==> config.mk <==
export PLATFORM = sky130hd
export DESIGN_NAME = sbc_bank_cmd_fsm
export DESIGN_NICKNAME = d
export VERILOG_FILES = /design/src/verilog/sbc_pkg.sv /design/src/verilog/sbc_bank_cmd_fsm.sv
export SDC_FILE = /design/constraint.sdc
export NUM_CORES = 1
export LEC_CHECK = 0
export BUFFER_PORTS_ARGS = -buffer_cell sky130_fd_sc_hd__clkbuf_2
export CORE_MARGIN = 3
export CORE_UTILIZATION = 45
export DETAILED_ROUTE_END_ITERATION = 6
export PLACE_DENSITY_LB_ADDON = 0.25
export SYNTH_ARGS = -nofsm -noshare
export SYNTH_HDL_FRONTEND = slang
export SYNTH_SLANG_ARGS = --single-unit
==> constraint.sdc <==
create_clock -name i_clk_sys -period 6.8 [get_ports i_clk_sys]
set_input_delay 0.34 -clock i_clk_sys [delete_from_list [all_inputs] [get_ports i_clk_sys]]
set_output_delay 0.34 -clock i_clk_sys [all_outputs]
set_load 0.005 [all_outputs]
==> src/verilog/sbc_pkg.sv <==
// Purpose: shared constants, encodings and carriers for the bank command state machine
// Assumes: 100 MHz device clock, commands launched by a controller on the same clock
// Notes: timing figures are in ns; cycle counts are derived and rounded up
package sbc_pkg;

    // clock and timing figures
    localparam int SBC_CLK_PERIOD_NS = 10;
    localparam int SBC_PRECHARGE_TIME_NS = 20;
    localparam int SBC_ACTIVATE_TO_ACCESS_TIME_NS = 20;
    localparam int SBC_REFRESH_CYCLE_TIME_NS = 60;
    localparam int SBC_MODE_LOAD_TIME_NS = 20;
    localparam int SBC_SELF_REFRESH_EXIT_TIME_NS = 200;
    localparam int SBC_BURST_NS = 20;

    // least times, rounded up to whole cycles
    localparam logic [7:0] SBC_PRECHARGE_CYC =
        8'((SBC_PRECHARGE_TIME_NS + SBC_CLK_PERIOD_NS - 1) / SBC_CLK_PERIOD_NS);
    localparam logic [7:0] SBC_ACT_ACCESS_CYC =
        8'((SBC_ACTIVATE_TO_ACCESS_TIME_NS + SBC_CLK_PERIOD_NS - 1) / SBC_CLK_PERIOD_NS);
    localparam logic [7:0] SBC_REFRESH_CYC =
        8'((SBC_REFRESH_CYCLE_TIME_NS + SBC_CLK_PERIOD_NS - 1) / SBC_CLK_PERIOD_NS);
    localparam logic [7:0] SBC_MODE_LOAD_CYC =
        8'((SBC_MODE_LOAD_TIME_NS + SBC_CLK_PERIOD_NS - 1) / SBC_CLK_PERIOD_NS);
    localparam logic [7:0] SBC_SR_EXIT_CYC =
        8'((SBC_SELF_REFRESH_EXIT_TIME_NS + SBC_CLK_PERIOD_NS - 1) / SBC_CLK_PERIOD_NS);
    localparam logic [3:0] SBC_BURST_CYC =
        4'((SBC_BURST_NS + SBC_CLK_PERIOD_NS - 1) / SBC_CLK_PERIOD_NS);

    // command encodings {cs_n, ras_n, cas_n, we_n}
    localparam logic [3:0] SBC_CMD_NOP = 4'h7;
    localparam logic [3:0] SBC_CMD_ACT = 4'h3;
    localparam logic [3:0] SBC_CMD_READ = 4'h5;
    localparam logic [3:0] SBC_CMD_WRITE = 4'h4;
    localparam logic [3:0] SBC_CMD_PRE = 4'h2;
    localparam logic [3:0] SBC_CMD_REF = 4'h1;
    localparam logic [3:0] SBC_CMD_MODE = 4'h0;
    localparam logic [2:0] SBC_TERM_DIS_RCW = 3'h5;

    // reset values
    localparam logic SBC_CKE_PREV_RST = 1'b1;
    localparam int SBC_NUM_BANKS = 4;

    typedef enum logic [2:0] {
        SBC_DEV_NORMAL = 3'h0,
        SBC_DEV_PD_PRE = 3'h1,
        SBC_DEV_PD_ACT = 3'h3,
        SBC_DEV_SELF_REF = 3'h2,
        SBC_DEV_SR_EXIT = 3'h6,
        SBC_DEV_REFRESH = 3'h7,
        SBC_DEV_MODE = 3'h5,
        SBC_DEV_PRE_ALL = 3'h4
    } sbc_dev_state_t;

    typedef enum logic [2:0] {
        SBC_BK_IDLE = 3'h0,
        SBC_BK_ACTIVATING = 3'h1,
        SBC_BK_ACTIVE = 3'h3,
        SBC_BK_READ = 3'h2,
        SBC_BK_WRITE = 3'h6,
        SBC_BK_READ_AP = 3'h7,
        SBC_BK_WRITE_AP = 3'h5,
        SBC_BK_PRECHARGING = 3'h4
    } sbc_bank_state_t;

    // command pins as registered at one edge
    typedef struct packed {
        logic cs_n;
        logic ras_n;
        logic cas_n;
        logic we_n;
        logic bank_select_bit1;
        logic bank_select_bit0;
        logic auto_precharge_select_bit;
    } sbc_cmd_t;

    typedef struct packed {
        sbc_bank_state_t st;
        logic [7:0] cnt;
        logic [3:0] burst;
    } sbc_bank_t;

    typedef struct packed {
        sbc_dev_state_t dev;
        logic [7:0] dcnt;
        logic cke_prev;
        sbc_bank_t [SBC_NUM_BANKS-1:0] banks;
        logic rejected;
        logic term_dis;
        logic mode_load;
        logic mode_ext;
    } sbc_state_t;

endpackage
==> src/verilog/sbc_bank_cmd_fsm.sv <==
// Purpose: clock-enable and per-bank command state tracking of the memory device
// Assumes: command pins and clock enable launched on i_clk_sys by the controller
// Notes: commands that the state does not permit are ignored and flagged for one cycle unless clock enable is held low
module sbc_bank_cmd_fsm
    import sbc_pkg::*;
#(
    parameter logic [7:0] P_TRP = SBC_PRECHARGE_CYC,
    parameter logic [7:0] P_ACTIVATE_TO_ACCESS_TIME = SBC_ACT_ACCESS_CYC,
    parameter logic [7:0] P_TRC = SBC_REFRESH_CYC,
    parameter logic [7:0] P_MODE_LOAD_TIME = SBC_MODE_LOAD_CYC,
    parameter logic [7:0] P_SELF_REFRESH_EXIT_TIME = SBC_SR_EXIT_CYC,
    parameter logic [3:0] P_BURST = SBC_BURST_CYC
) (
    // clock and reset
    input wire logic i_clk_sys,
    input wire logic i_nrst,
    // command pins from the controller
    input wire logic i_cke,
    input wire sbc_cmd_t i_cmd,
    // device and bank state
    output sbc_dev_state_t o_dev_state,
    output sbc_bank_state_t [SBC_NUM_BANKS-1:0] o_bank_state,
    // per-command indications
    output logic o_cmd_rejected,
    output logic o_term_disable,
    output logic o_mode_load,
    output logic o_mode_ext
);

    ////////////////////////////////////////////////////////////////////////////////
    // reset release
    logic rst_meta;
    logic rst_n;

    // async assert, release through two flops so all state leaves reset together
    always_ff @(posedge i_clk_sys or negedge i_nrst) begin
        if (!i_nrst) begin
            rst_meta <= 1'b0;
            rst_n <= 1'b0;
        end else begin
            rst_meta <= 1'b1;
            rst_n <= rst_meta;
        end
    end

    ////////////////////////////////////////////////////////////////////////////////
    // command decode

    sbc_state_t r;
    sbc_state_t next_r;
    logic [3:0] cmd;
    logic is_nop;
    logic all_idle;
    logic pre_all_ok;
    logic reject_c;
    logic [1:0] ba;
    sbc_bank_t tb;

    // pin pattern and bank select
    always_comb begin
        cmd = {i_cmd.cs_n, i_cmd.ras_n, i_cmd.cas_n, i_cmd.we_n};
        ba = {i_cmd.bank_select_bit1, i_cmd.bank_select_bit0};
        is_nop = i_cmd.cs_n || (cmd == SBC_CMD_NOP);
        tb = r.banks[ba];
    end

    // all-idle and precharge-all checks across banks
    always_comb begin
        all_idle = 1'b1;
        pre_all_ok = 1'b1;
        for (int b = 0; b < SBC_NUM_BANKS; b++) begin
            if (r.banks[b].st != SBC_BK_IDLE) begin
                all_idle = 1'b0;
            end
            // each targeted bank must be open or idle with no burst running
            if (!((r.banks[b].st == SBC_BK_IDLE) || (r.banks[b].st == SBC_BK_ACTIVE) ||
                  (((r.banks[b].st == SBC_BK_READ) || (r.banks[b].st == SBC_BK_WRITE)) &&
                   (r.banks[b].burst == 4'h0)))) begin
                pre_all_ok = 1'b0;
            end
        end
    end

    ////////////////////////////////////////////////////////////////////////////////
    // next state

    always_comb begin
        next_r = r;
        reject_c = 1'b0;
        next_r.cke_prev = i_cke;
        next_r.term_dis = 1'b0;
        next_r.mode_load = 1'b0;

        // bank timers run whatever else happens; a new command overrides below
        for (int b = 0; b < SBC_NUM_BANKS; b++) begin
            case (r.banks[b].st)
                SBC_BK_ACTIVATING, SBC_BK_PRECHARGING: begin
                    if (r.banks[b].cnt == 8'h00) begin
                        next_r.banks[b].st = (r.banks[b].st == SBC_BK_ACTIVATING) ?
                            SBC_BK_ACTIVE : SBC_BK_IDLE;
                    end else begin
                        next_r.banks[b].cnt = r.banks[b].cnt - 8'h01;
                    end
                end
                SBC_BK_READ, SBC_BK_WRITE: begin
                    if (r.banks[b].burst != 4'h0) begin
                        next_r.banks[b].burst = r.banks[b].burst - 4'h1;
                    end
                end
                SBC_BK_READ_AP, SBC_BK_WRITE_AP: begin
                    // access period first, then the automatic precharge period
                    if (r.banks[b].burst != 4'h0) begin
                        next_r.banks[b].burst = r.banks[b].burst - 4'h1;
                    end else if (r.banks[b].cnt == 8'h00) begin
                        next_r.banks[b].st = SBC_BK_IDLE;
                    end else begin
                        next_r.banks[b].cnt = r.banks[b].cnt - 8'h01;
                    end
                end
                default: begin
                end
            endcase
        end

        // device-wide timed states
        if ((r.dev == SBC_DEV_REFRESH) || (r.dev == SBC_DEV_MODE) ||
            (r.dev == SBC_DEV_PRE_ALL) || (r.dev == SBC_DEV_SR_EXIT)) begin
            if (r.dcnt == 8'h00) begin
                next_r.dev = SBC_DEV_NORMAL;
            end else begin
                next_r.dcnt = r.dcnt - 8'h01;
            end
        end

        // termination disable is decoded only with chip select high
        if (i_cmd.cs_n && ({i_cmd.ras_n, i_cmd.cas_n, i_cmd.we_n} == SBC_TERM_DIS_RCW)) begin
            next_r.term_dis = 1'b1;
        end

        case ({r.cke_prev, i_cke})
            2'b00: begin
                // held low: power-down or self refresh stays, command ignored
                next_r.dev = r.dev;
            end
            2'b01: begin
                if (!is_nop) begin
                    reject_c = 1'b1;
                end else if ((r.dev == SBC_DEV_PD_PRE) || (r.dev == SBC_DEV_PD_ACT)) begin
                    next_r.dev = SBC_DEV_NORMAL;
                end else if (r.dev == SBC_DEV_SELF_REF) begin
                    next_r.dev = SBC_DEV_SR_EXIT;
                    next_r.dcnt = P_SELF_REFRESH_EXIT_TIME - 8'h01;
                end
            end
            2'b10: begin
                if ((r.dev == SBC_DEV_NORMAL) && is_nop) begin
                    next_r.dev = all_idle ? SBC_DEV_PD_PRE : SBC_DEV_PD_ACT;
                end else if ((r.dev == SBC_DEV_NORMAL) && (cmd == SBC_CMD_REF) && all_idle) begin
                    next_r.dev = SBC_DEV_SELF_REF;
                end else begin
                    reject_c = 1'b1;
                end
            end
            default: begin
                // both high: the bank tables apply once exits have timed out
                if (is_nop) begin
                    reject_c = 1'b0;
                end else if (r.dev != SBC_DEV_NORMAL) begin
                    reject_c = 1'b1;
                end else begin
                    // only the addressed bank's state matters for activate, read, write and single-bank precharge
                    case (cmd)
                        SBC_CMD_ACT: begin
                            if (tb.st == SBC_BK_IDLE) begin
                                next_r.banks[ba].st = SBC_BK_ACTIVATING;
                                next_r.banks[ba].cnt = P_ACTIVATE_TO_ACCESS_TIME - 8'h01;
                            end else begin
                                reject_c = 1'b1;
                            end
                        end
                        SBC_CMD_READ: begin
                            if ((tb.st == SBC_BK_ACTIVE) || (tb.st == SBC_BK_READ) ||
                                (tb.st == SBC_BK_WRITE)) begin
                                next_r.banks[ba].st = i_cmd.auto_precharge_select_bit ?
                                    SBC_BK_READ_AP : SBC_BK_READ;
                                next_r.banks[ba].burst = P_BURST;
                                next_r.banks[ba].cnt = P_TRP - 8'h01;
                            end else begin
                                reject_c = 1'b1;
                            end
                        end
                        SBC_CMD_WRITE: begin
                            if ((tb.st == SBC_BK_ACTIVE) || (tb.st == SBC_BK_WRITE) ||
                                ((tb.st == SBC_BK_READ) && (tb.burst == 4'h0))) begin
                                next_r.banks[ba].st = i_cmd.auto_precharge_select_bit ?
                                    SBC_BK_WRITE_AP : SBC_BK_WRITE;
                                next_r.banks[ba].burst = P_BURST;
                                next_r.banks[ba].cnt = P_TRP - 8'h01;
                            end else begin
                                reject_c = 1'b1;
                            end
                        end
                        SBC_CMD_PRE: begin
                            if (i_cmd.auto_precharge_select_bit) begin
                                // precharge all banks
                                if (pre_all_ok) begin
                                    for (int b = 0; b < SBC_NUM_BANKS; b++) begin
                                        next_r.banks[b].st = SBC_BK_PRECHARGING;
                                        next_r.banks[b].cnt = P_TRP - 8'h01;
                                    end
                                    next_r.dev = SBC_DEV_PRE_ALL;
                                    next_r.dcnt = P_TRP - 8'h01;
                                end else begin
                                    reject_c = 1'b1;
                                end
                            end else if ((tb.st == SBC_BK_ACTIVE) ||
                                         (((tb.st == SBC_BK_READ) || (tb.st == SBC_BK_WRITE)) &&
                                          (tb.burst == 4'h0))) begin
                                next_r.banks[ba].st = SBC_BK_PRECHARGING;
                                next_r.banks[ba].cnt = P_TRP - 8'h01;
                            end else begin
                                reject_c = 1'b1;
                            end
                        end
                        SBC_CMD_REF: begin
                            if (all_idle) begin
                                next_r.dev = SBC_DEV_REFRESH;
                                next_r.dcnt = P_TRC - 8'h01;
                            end else begin
                                reject_c = 1'b1;
                            end
                        end
                        default: begin
                            // mode load; bank select 1x and the unlisted pattern are refused
                            if (all_idle && (cmd == SBC_CMD_MODE) &&
                                !i_cmd.bank_select_bit1) begin
                                next_r.dev = SBC_DEV_MODE;
                                next_r.dcnt = P_MODE_LOAD_TIME - 8'h01;
                                next_r.mode_load = 1'b1;
                                next_r.mode_ext = i_cmd.bank_select_bit0;
                            end else begin
                                reject_c = 1'b1;
                            end
                        end
                    endcase
                end
            end
        endcase
        next_r.rejected = reject_c;
    end

    ////////////////////////////////////////////////////////////////////////////////
    // state register

    always_ff @(posedge i_clk_sys or negedge rst_n) begin
        if (!rst_n) begin
            r <= '{dev: SBC_DEV_NORMAL, dcnt: 8'h00, cke_prev: SBC_CKE_PREV_RST,
                   banks: '0, rejected: 1'b0, term_dis: 1'b0, mode_load: 1'b0,
                   mode_ext: 1'b0};
        end else begin
            r <= next_r;
        end
    end

    // outputs are state flops, no logic after them
    always_comb begin
        o_dev_state = r.dev;
        for (int b = 0; b < SBC_NUM_BANKS; b++) begin
            o_bank_state[b] = r.banks[b].st;
        end
        o_cmd_rejected = r.rejected;
        o_term_disable = r.term_dis;
        o_mode_load = r.mode_load;
        o_mode_ext = r.mode_ext;
    end

    ////////////////////////////////////////////////////////////////////////////////
    // checks
    localparam int ACTIVATE_TO_ACCESS_TIME_N = int'(P_ACTIVATE_TO_ACCESS_TIME);
    localparam int TRP_N = int'(P_TRP);
    localparam int TRC_N = int'(P_TRC);
    localparam int AP_N = int'(P_TRP) + int'(P_BURST);
    logic norm_cmd;
    assign norm_cmd = r.cke_prev && i_cke && !is_nop && (r.dev == SBC_DEV_NORMAL) && !reject_c;

    cke_hold_a: assert property (
        @(posedge i_clk_sys) disable iff (!rst_n)
        (!r.cke_prev && !i_cke && (r.dev == SBC_DEV_SELF_REF)) |=> (r.dev == SBC_DEV_SELF_REF))
        else $error("self refresh left while clock enable held low");
    cke_exit_a: assert property (
        @(posedge i_clk_sys) disable iff (!rst_n)
        (!r.cke_prev && i_cke && is_nop &&
         ((r.dev == SBC_DEV_PD_PRE) || (r.dev == SBC_DEV_PD_ACT))) |=> (r.dev == SBC_DEV_NORMAL))
        else $error("power-down not exited on rising clock enable");
    pd_entry_a: assert property (
        @(posedge i_clk_sys) disable iff (!rst_n)
        (r.cke_prev && !i_cke && is_nop && (r.dev == SBC_DEV_NORMAL)) |=>
        (r.dev == ($past(all_idle) ? SBC_DEV_PD_PRE : SBC_DEV_PD_ACT)))
        else $error("wrong power-down kind entered");
    sr_entry_a: assert property (
        @(posedge i_clk_sys) disable iff (!rst_n)
        (r.cke_prev && !i_cke && (cmd == SBC_CMD_REF) && all_idle &&
         (r.dev == SBC_DEV_NORMAL)) |=> (r.dev == SBC_DEV_SELF_REF))
        else $error("self refresh not entered");
    act_time_a: assert property (
        @(posedge i_clk_sys) disable iff (!rst_n)
        (norm_cmd && (cmd == SBC_CMD_ACT) && (ba == 2'h0)) |->
        ##1 (r.banks[0].st == SBC_BK_ACTIVATING) ##ACTIVATE_TO_ACCESS_TIME_N (r.banks[0].st == SBC_BK_ACTIVE))
        else $error("activate to active timing wrong");
    pre_time_a: assert property (
        @(posedge i_clk_sys) disable iff (!rst_n)
        (norm_cmd && (cmd == SBC_CMD_PRE) && !i_cmd.auto_precharge_select_bit && (ba == 2'h0))
        |-> ##1 (r.banks[0].st == SBC_BK_PRECHARGING) ##TRP_N (r.banks[0].st == SBC_BK_IDLE))
        else $error("precharge to idle timing wrong");
    ref_time_a: assert property (
        @(posedge i_clk_sys) disable iff (!rst_n)
        (norm_cmd && (cmd == SBC_CMD_REF)) |->
        ##1 (r.dev == SBC_DEV_REFRESH) ##TRC_N (r.dev == SBC_DEV_NORMAL))
        else $error("refresh cycle timing wrong");
    ap_idle_a: assert property (
        @(posedge i_clk_sys) disable iff (!rst_n)
        (norm_cmd && (cmd == SBC_CMD_READ) && i_cmd.auto_precharge_select_bit && (ba == 2'h0))
        |-> ##1 (r.banks[0].st == SBC_BK_READ_AP) ##AP_N (r.banks[0].st == SBC_BK_IDLE))
        else $error("auto precharge read did not reach idle on time");
    rd_pre_a: assert property (
        @(posedge i_clk_sys) disable iff (!rst_n)
        (r.cke_prev && i_cke && (r.dev == SBC_DEV_NORMAL) && (cmd == SBC_CMD_PRE) &&
         !i_cmd.auto_precharge_select_bit && (ba == 2'h0) &&
         (r.banks[0].st == SBC_BK_READ) && (r.banks[0].burst != 4'h0)) |=>
        (r.rejected && (r.banks[0].st == SBC_BK_READ)))
        else $error("precharge accepted during read burst");
    mode_sel_a: assert property (
        @(posedge i_clk_sys) disable iff (!rst_n)
        (norm_cmd && (cmd == SBC_CMD_MODE)) |=>
        (r.mode_load && (r.mode_ext == $past(i_cmd.bank_select_bit0)) && (r.dev == SBC_DEV_MODE)))
        else $error("mode register select wrong");

endmodule

After elaboration in Yosys (flattened, before gate mapping)

Index checks and enable logic that the tools add are counted.
W data, S select, Z words.

Flip-flop bits (word level): 78
Input bits: 10
Output and inout port bits: 19
Word-level logic and storage cells: 284

Magnitude comparators: 2
Equal/unequal tests: 47
Bitwise logic cells: 4
Multiplexer cells: 120
Reductions and logical operators: 81
Add/sub/neg operators: 9

Operators by type and width:

| kind                  | count |
|---|---|
| $bwmux W60            | 10 |
| $mux W60              | 7 |
| $pmux W60 S4          | 1 |
| $mux W11              | 21 |
| $demux W15 S2         | 3 |
| $pmux W11 S2          | 4 |
| $eq A3 B3 Y1 const B  | 22 |
| $mux W4               | 13 |
| $mux W8               | 6 |
| $logic_not A8 Y1      | 5 |
| $sub A8 B1 Y8 const B | 5 |
| $mux W3               | 13 |
| $eq A3 B2 Y1 const B  | 12 |
| $pmux W11 S3          | 1 |
| $bmux W15 S2          | 1 |
| $mux W15              | 2 |
| $logic_not A4 Y1      | 6 |
| $logic_or A1 B1 Y1    | 23 |
| $mux W1               | 22 |
| $mux W2               | 11 |
| $logic_not A3 Y1      | 6 |
| $reduce_or A2 Y1      | 9 |
| $pmux W8 S2           | 1 |
| $reduce_bool A4 Y1    | 4 |
| 22 further kinds      | 55 |

Logic depth before layout (Yosys ltp)

Depth after elaboration: 14
Mapped depth: 9
Gate-level depth less buffers: 8

Worst setup path before layout

Ideal clock, no wire load.

Kind: register to register
Start: register r[4] (netlist bit)
End: register r[39] (netlist bit)
Setup time: 138 ps
Slack: 4,289 ps
Stages on the path, launching flop included: 10
Data arrival time: 2,373 ps
Data required time: 6,662 ps
Clock period less this slack: 2,511 ps
Path buffers: 1
Cell sequence: dfrtp_1 -> inv_1 -> ha_1 -> nor3b_1 -> a211oi_1 -> nor4_2 -> nor2_1 -> buf_2 -> a2111oi_4 -> nor2_1

RTL lines:

| what                   | RTL line                | source |
|---|---|---|
| from (decl)            | sbc_bank_cmd_fsm.sv:49  | `sbc_state_t r;` |
| from (signal assigned) | sbc_bank_cmd_fsm.sv:257 | `r <= '{dev: SBC_DEV_NORMAL, dcnt: 8'h00, cke_prev: SBC_CKE_PREV_RST,` |
| from (signal assigned) | sbc_bank_cmd_fsm.sv:261 | `r <= next_r;` |

==> impl.org <==
** Placement
- The congestion estimate from routability-driven global placement came to 0.9901.
- Once placement finished, the instance area stood at 0.005778 mm^2.
- Post-DP HPWL :: 10,440 um
- Port buffering added 28 buffers.
- Placed cell count :: 837
- Worst slack at placement :: 3692 ps

** CTS
- The clock reaches the later pin of the worst-skew pair after 340 ps.
- # resized after CTS :: 0
- TritonCTS built the clock tree.
- Htree depth :: 3
- Counting the buffers created by CTS gives 9.
- The clock drives 78 sinks.
- Max Buffers Root-to-Sink :: 2
- CTS placed an instance of sky130_fd_sc_hd__clkbuf_16 at the clock tree root.
- Clock-pin slew on the worst setup and hold paths :: 60 ps
- In this run the post-CTS setup repair buffer count came out at 0.

** Setup path
- Number of cells on the worst reg-to-reg path :: 9
- Startpoint of the worst setup timing path :: r[19]$_DFF_PN0_
- For this run, the slowest stage of the critical path takes 540 ps.
- STA puts the critical path data required time at 7000 ps.
- Kind of cell with the highest combined delay on the critical path :: simple AND/OR/NAND/NOR gates
- Across all register-to-register paths, the minimum setup slack is 3620 ps.
- Together, buffers and inverters on the worst path number 2.
- Signal arrival time at the worst endpoint :: 3380 ps
- Slowest stage cell, crit path :: sky130_fd_sc_hd__a2111oi_4
- R2R Path End :: r[25]$_DFF_PN0_
- The startpoint identified for the worst register-to-register timing path is r[19]$_DFF_PN0_.
- Kind of end point of the critical path :: flop
- Of all nets on the critical path, the largest fanout is 8.
- Kind of critical path :: reg -> reg
- Worst setup SP type :: flop
- Critical Path, Cell by Cell :: inv_1 > ha_1 > nor3b_1 > a211oi_1 > nor4_2 > nor2_1 > buf_4 > a2111oi_4 > nor3_1

** Worst hold path
- Counting instances, the worst hold path has a depth of 1.
- The min-delay analysis places its worst path in the category in -> reg.
- The path with the worst hold slack has its endpoint at r[64]$_DFF_PN1_.
- Hold Path Origin :: i_cke

** STA
- In the final timing run, aggregate negative setup slack is 0 ps.
- The total count of hold-check failures in the final report came to 0.
- For the finished layout, the period the worst path requires is 3184 ps.
- The worst pin sits at a relative slew slack of 31.76%.
- Setup repair after global routing left no endpoint under its margin.
- Across all setup checks in the final design, the least slack found is 3616 ps.
- After layout, the worst path uses 46.82% of the clock period.
- Min Hold Slack :: 137.7 ps
- Setup violations remaining at the end of the flow were counted as 0.
- At the pin with the least slew margin, the transition time is 1016 ps.
- Number of max-slew violations in the final report :: 0
- Derived from the worst setup path, the maximum achievable clock frequency is 314.1 MHz.
- Layout Skew :: 6.438 ps

** Power and ir drop
- Total power for the finished layout comes to 2.398 mW.
- Static Leakage :: 2.443 nW
- Maximum resistive drop on vdd :: 0.0001671 V
- Power per standard cell area :: 396.2 mW/mm^2

** Die
- Row generation in the floorplan step produced 40 rows.
- Core footprint :: 0.01221 mm^2
- The die is 118.5 um wide.
- Die Ht :: 118.5 um
- The floorplan step defined a die boundary enclosing 0.01404 mm^2.
- For this design the top-level I/O count stands at 29.
- Initial Utilization :: 46.62%

** Logic synthesis
- The Yosys step of the flow raised 0 warnings.
- Cell area after synthesis :: 0.005693 mm^2
- Proportion of register bits with asynchronous set or reset after synthesis :: 100.0%
- Number of library cell types mapped by synthesis :: 74
- Post-Synthesis Cells :: 687
- Number of synthesized flops with an enable pin :: 0
- A synthesized cell averages 8.287 um^2.
- Post-synth net total :: 712
- Counting flops and latches in the post-synthesis netlist gives 78.
- Leading register cell type out of synthesis :: sky130_fd_sc_hd__dfrtp_1
- Sequential cells were found to cover 34.31% of the synthesized design area.

** GRT
- Global route overflow :: 0
- Largest net degree at the start of global routing :: 77
- Via count of the first global-routing pass :: 4,817
- The first global-routing pass estimated 24,010 um of wire.
- The initial antenna violation count is 0.
- Tot GR Track Use :: 20.80%

** Final layout
- Final cell utilization of the core :: 49.56%
- For this run, the post-layout net count is 706.
- The repair_antennas step left the layout with diodes totalling 0.
- For this run, the number of standard cells in the final layout without fillers is 854.
- After routing the design area is 0.006052 mm^2.
- Of the cells placed in the final design, the portion with a size suffix greater than 1 is 10.06%.
- Relative to the synthesized area, the layout overhead comes to 6.308%.
- Leading cell type in the layout, fill and taps excluded :: sky130_fd_sc_hd__nor2_1
- The top cell types in the final layout, fill and taps aside, are 97 x sky130_fd_sc_hd__nor2_1, 76 x sky130_fd_sc_hd__dfrtp_1, 64 x sky130_fd_sc_hd__nand2_1.

** Routing
- For this run, the detailed router's first-pass iteration total came to 5.
- The routed layout has 5,140 vias.
- For this block, the initial DRC count from the detailed router was 437.
- Post-detailed-route DRC marker count :: 0
- Number of nets still failing antenna checks after routing :: 0
- Summed over all layers, the routed wires come to 14,300 um.
- Using the TritonRoute via totals, the vias-per-cell ratio works out to 6.019.
- After detailed routing, the average wire length per cell comes to 16.74 um.

** Outcome
- Outcome :: completed

** Run
- Maxcap violations :: 0
-- routing by layer --
metal	global-route usage, %	up-vias	routed length [um]
li1	-	2463	-
met1	27.66	2438	6364
met2	31.98	205	6501
met3	4.833	34	1011
met4	10.07	0	422
met5	0	-	0
-- worst max-delay path by stage --
stage,endpoint,cells past startpoint
after global placement,r[42]$_DFF_PN0_,7
after floorplan,r[39]$_DFF_PN0_,9
after detailed placement,r[25]$_DFF_PN0_,9
final,r[25]$_DFF_PN0_,9
after global routing,o_bank_state[3]$_DFF_PN0_,9
after CTS,r[25]$_DFF_PN0_,9
-- power breakdown --
| part | switching (mW) | leakage, nW | internal [mW] |
|---|---|---|---|
| clock network | 0.179 | 0.131 | 0.256 |
| logic | 0.578 | 1.35 | 0.458 |
| registers | 0.266 | 0.966 | 0.660 |
| total | 1.02 | 2.44 | 1.37 |
-- what timing repair did --
| action | CTS | global route |
|---|---|---|
| endpoints found under the setup margin | 0 | 0 |
| hold buffers | 1 | 0 |
| endpoints found under the hold margin | 2 | 0 |
-- kinds of logic after synthesis --
kind of cell | synth area share, %
AND/OR/NAND/NOR | 28.68
AO/OA/AOI/OAI | 19.34
flip-flops | 34.31
buffers and inverters | 6.769
multiplexers | 4.923
XOR/XNOR | 2.615
adder cells (fa/ha/maj) | 3.297
other | 0.06587
-- cell usage after synthesis (3+ instances only) --
master                      count  area (um^2)
sky130_fd_sc_hd__nor4b_1        3        26.28
sky130_fd_sc_hd__a2111oi_4      3        82.58
sky130_fd_sc_hd__nand2b_1      20        125.1
sky130_fd_sc_hd__a31oi_1       11        68.82
sky130_fd_sc_hd__or4_1          6        45.04
sky130_fd_sc_hd__buf_6          5        56.30
sky130_fd_sc_hd__nand4_1        7        43.79
sky130_fd_sc_hd__nor3b_1        5        37.54
sky130_fd_sc_hd__or2_2          4        25.02
sky130_fd_sc_hd__nor2b_1       15        93.84
sky130_fd_sc_hd__dfrtp_1       77         1927
sky130_fd_sc_hd__a211oi_1      13        97.59
sky130_fd_sc_hd__inv_1         27        101.4
sky130_fd_sc_hd__o211ai_1       5        37.54
sky130_fd_sc_hd__a2111oi_0      3        26.28
sky130_fd_sc_hd__nand3b_1       4        30.03
sky130_fd_sc_hd__nand2_1       64        240.2
sky130_fd_sc_hd__ha_1          15        187.7
sky130_fd_sc_hd__a21oi_1       41        205.2
sky130_fd_sc_hd__a21o_1         4        30.03
sky130_fd_sc_hd__o22ai_1       12        75.07
sky130_fd_sc_hd__nor3_1        30        150.1
sky130_fd_sc_hd__buf_4         16        120.1
sky130_fd_sc_hd__buf_2          5        25.02
sky130_fd_sc_hd__or3_1         12        75.07
sky130_fd_sc_hd__mux4_2         3        67.56
sky130_fd_sc_hd__nor4bb_1       4        40.04
sky130_fd_sc_hd__a22oi_1        4        30.03
sky130_fd_sc_hd__o2bb2ai_1      3        26.28
sky130_fd_sc_hd__and3_1         3        18.77
sky130_fd_sc_hd__xnor2_1       16        140.1
sky130_fd_sc_hd__clkbuf_1      22        82.58
sky130_fd_sc_hd__o221ai_1       4        35.03
sky130_fd_sc_hd__mux2i_1       19        190.2
sky130_fd_sc_hd__nor2_1        97        364.1
sky130_fd_sc_hd__nor4_1         9        56.30
sky130_fd_sc_hd__o21ai_0       27        135.1
sky130_fd_sc_hd__nand3_1       23        115.1
-- worst reg2reg max path, delay by kind of cell, from the launching register on --
| family | cells | cell delay, ps |
|---|---|---|
| simple gates | 4 | 1370 |
| fa+ha+maj | 1 | 210 |
| compound gates | 2 | 750 |
| buf+inv | 2 | 350 |
| flops | 1 | 370 |
-- sequential cells by signal, indices dropped and copies added, names as in the netlist --
signal / cells
o_term_disable: 1
o_mode_load: 1
o_cmd_rejected: 1
o_dev_state: 3
o_mode_ext: 1
rst_n: 1
r: 57
rst_meta: 1
o_bank_state: 12
-- layout make-up --
cell class,count,area [um^2]
clock buffers,14,254.0
clock inverters,2,10.01
fillers,1218,6160
inverters,27,101.3
multi-input cells,534,3354
flip-flops and latches,78,1957
well taps,168,210.2
repair buffers,31,165.2
Note: power is estimated with default switching activity, not from simulation.
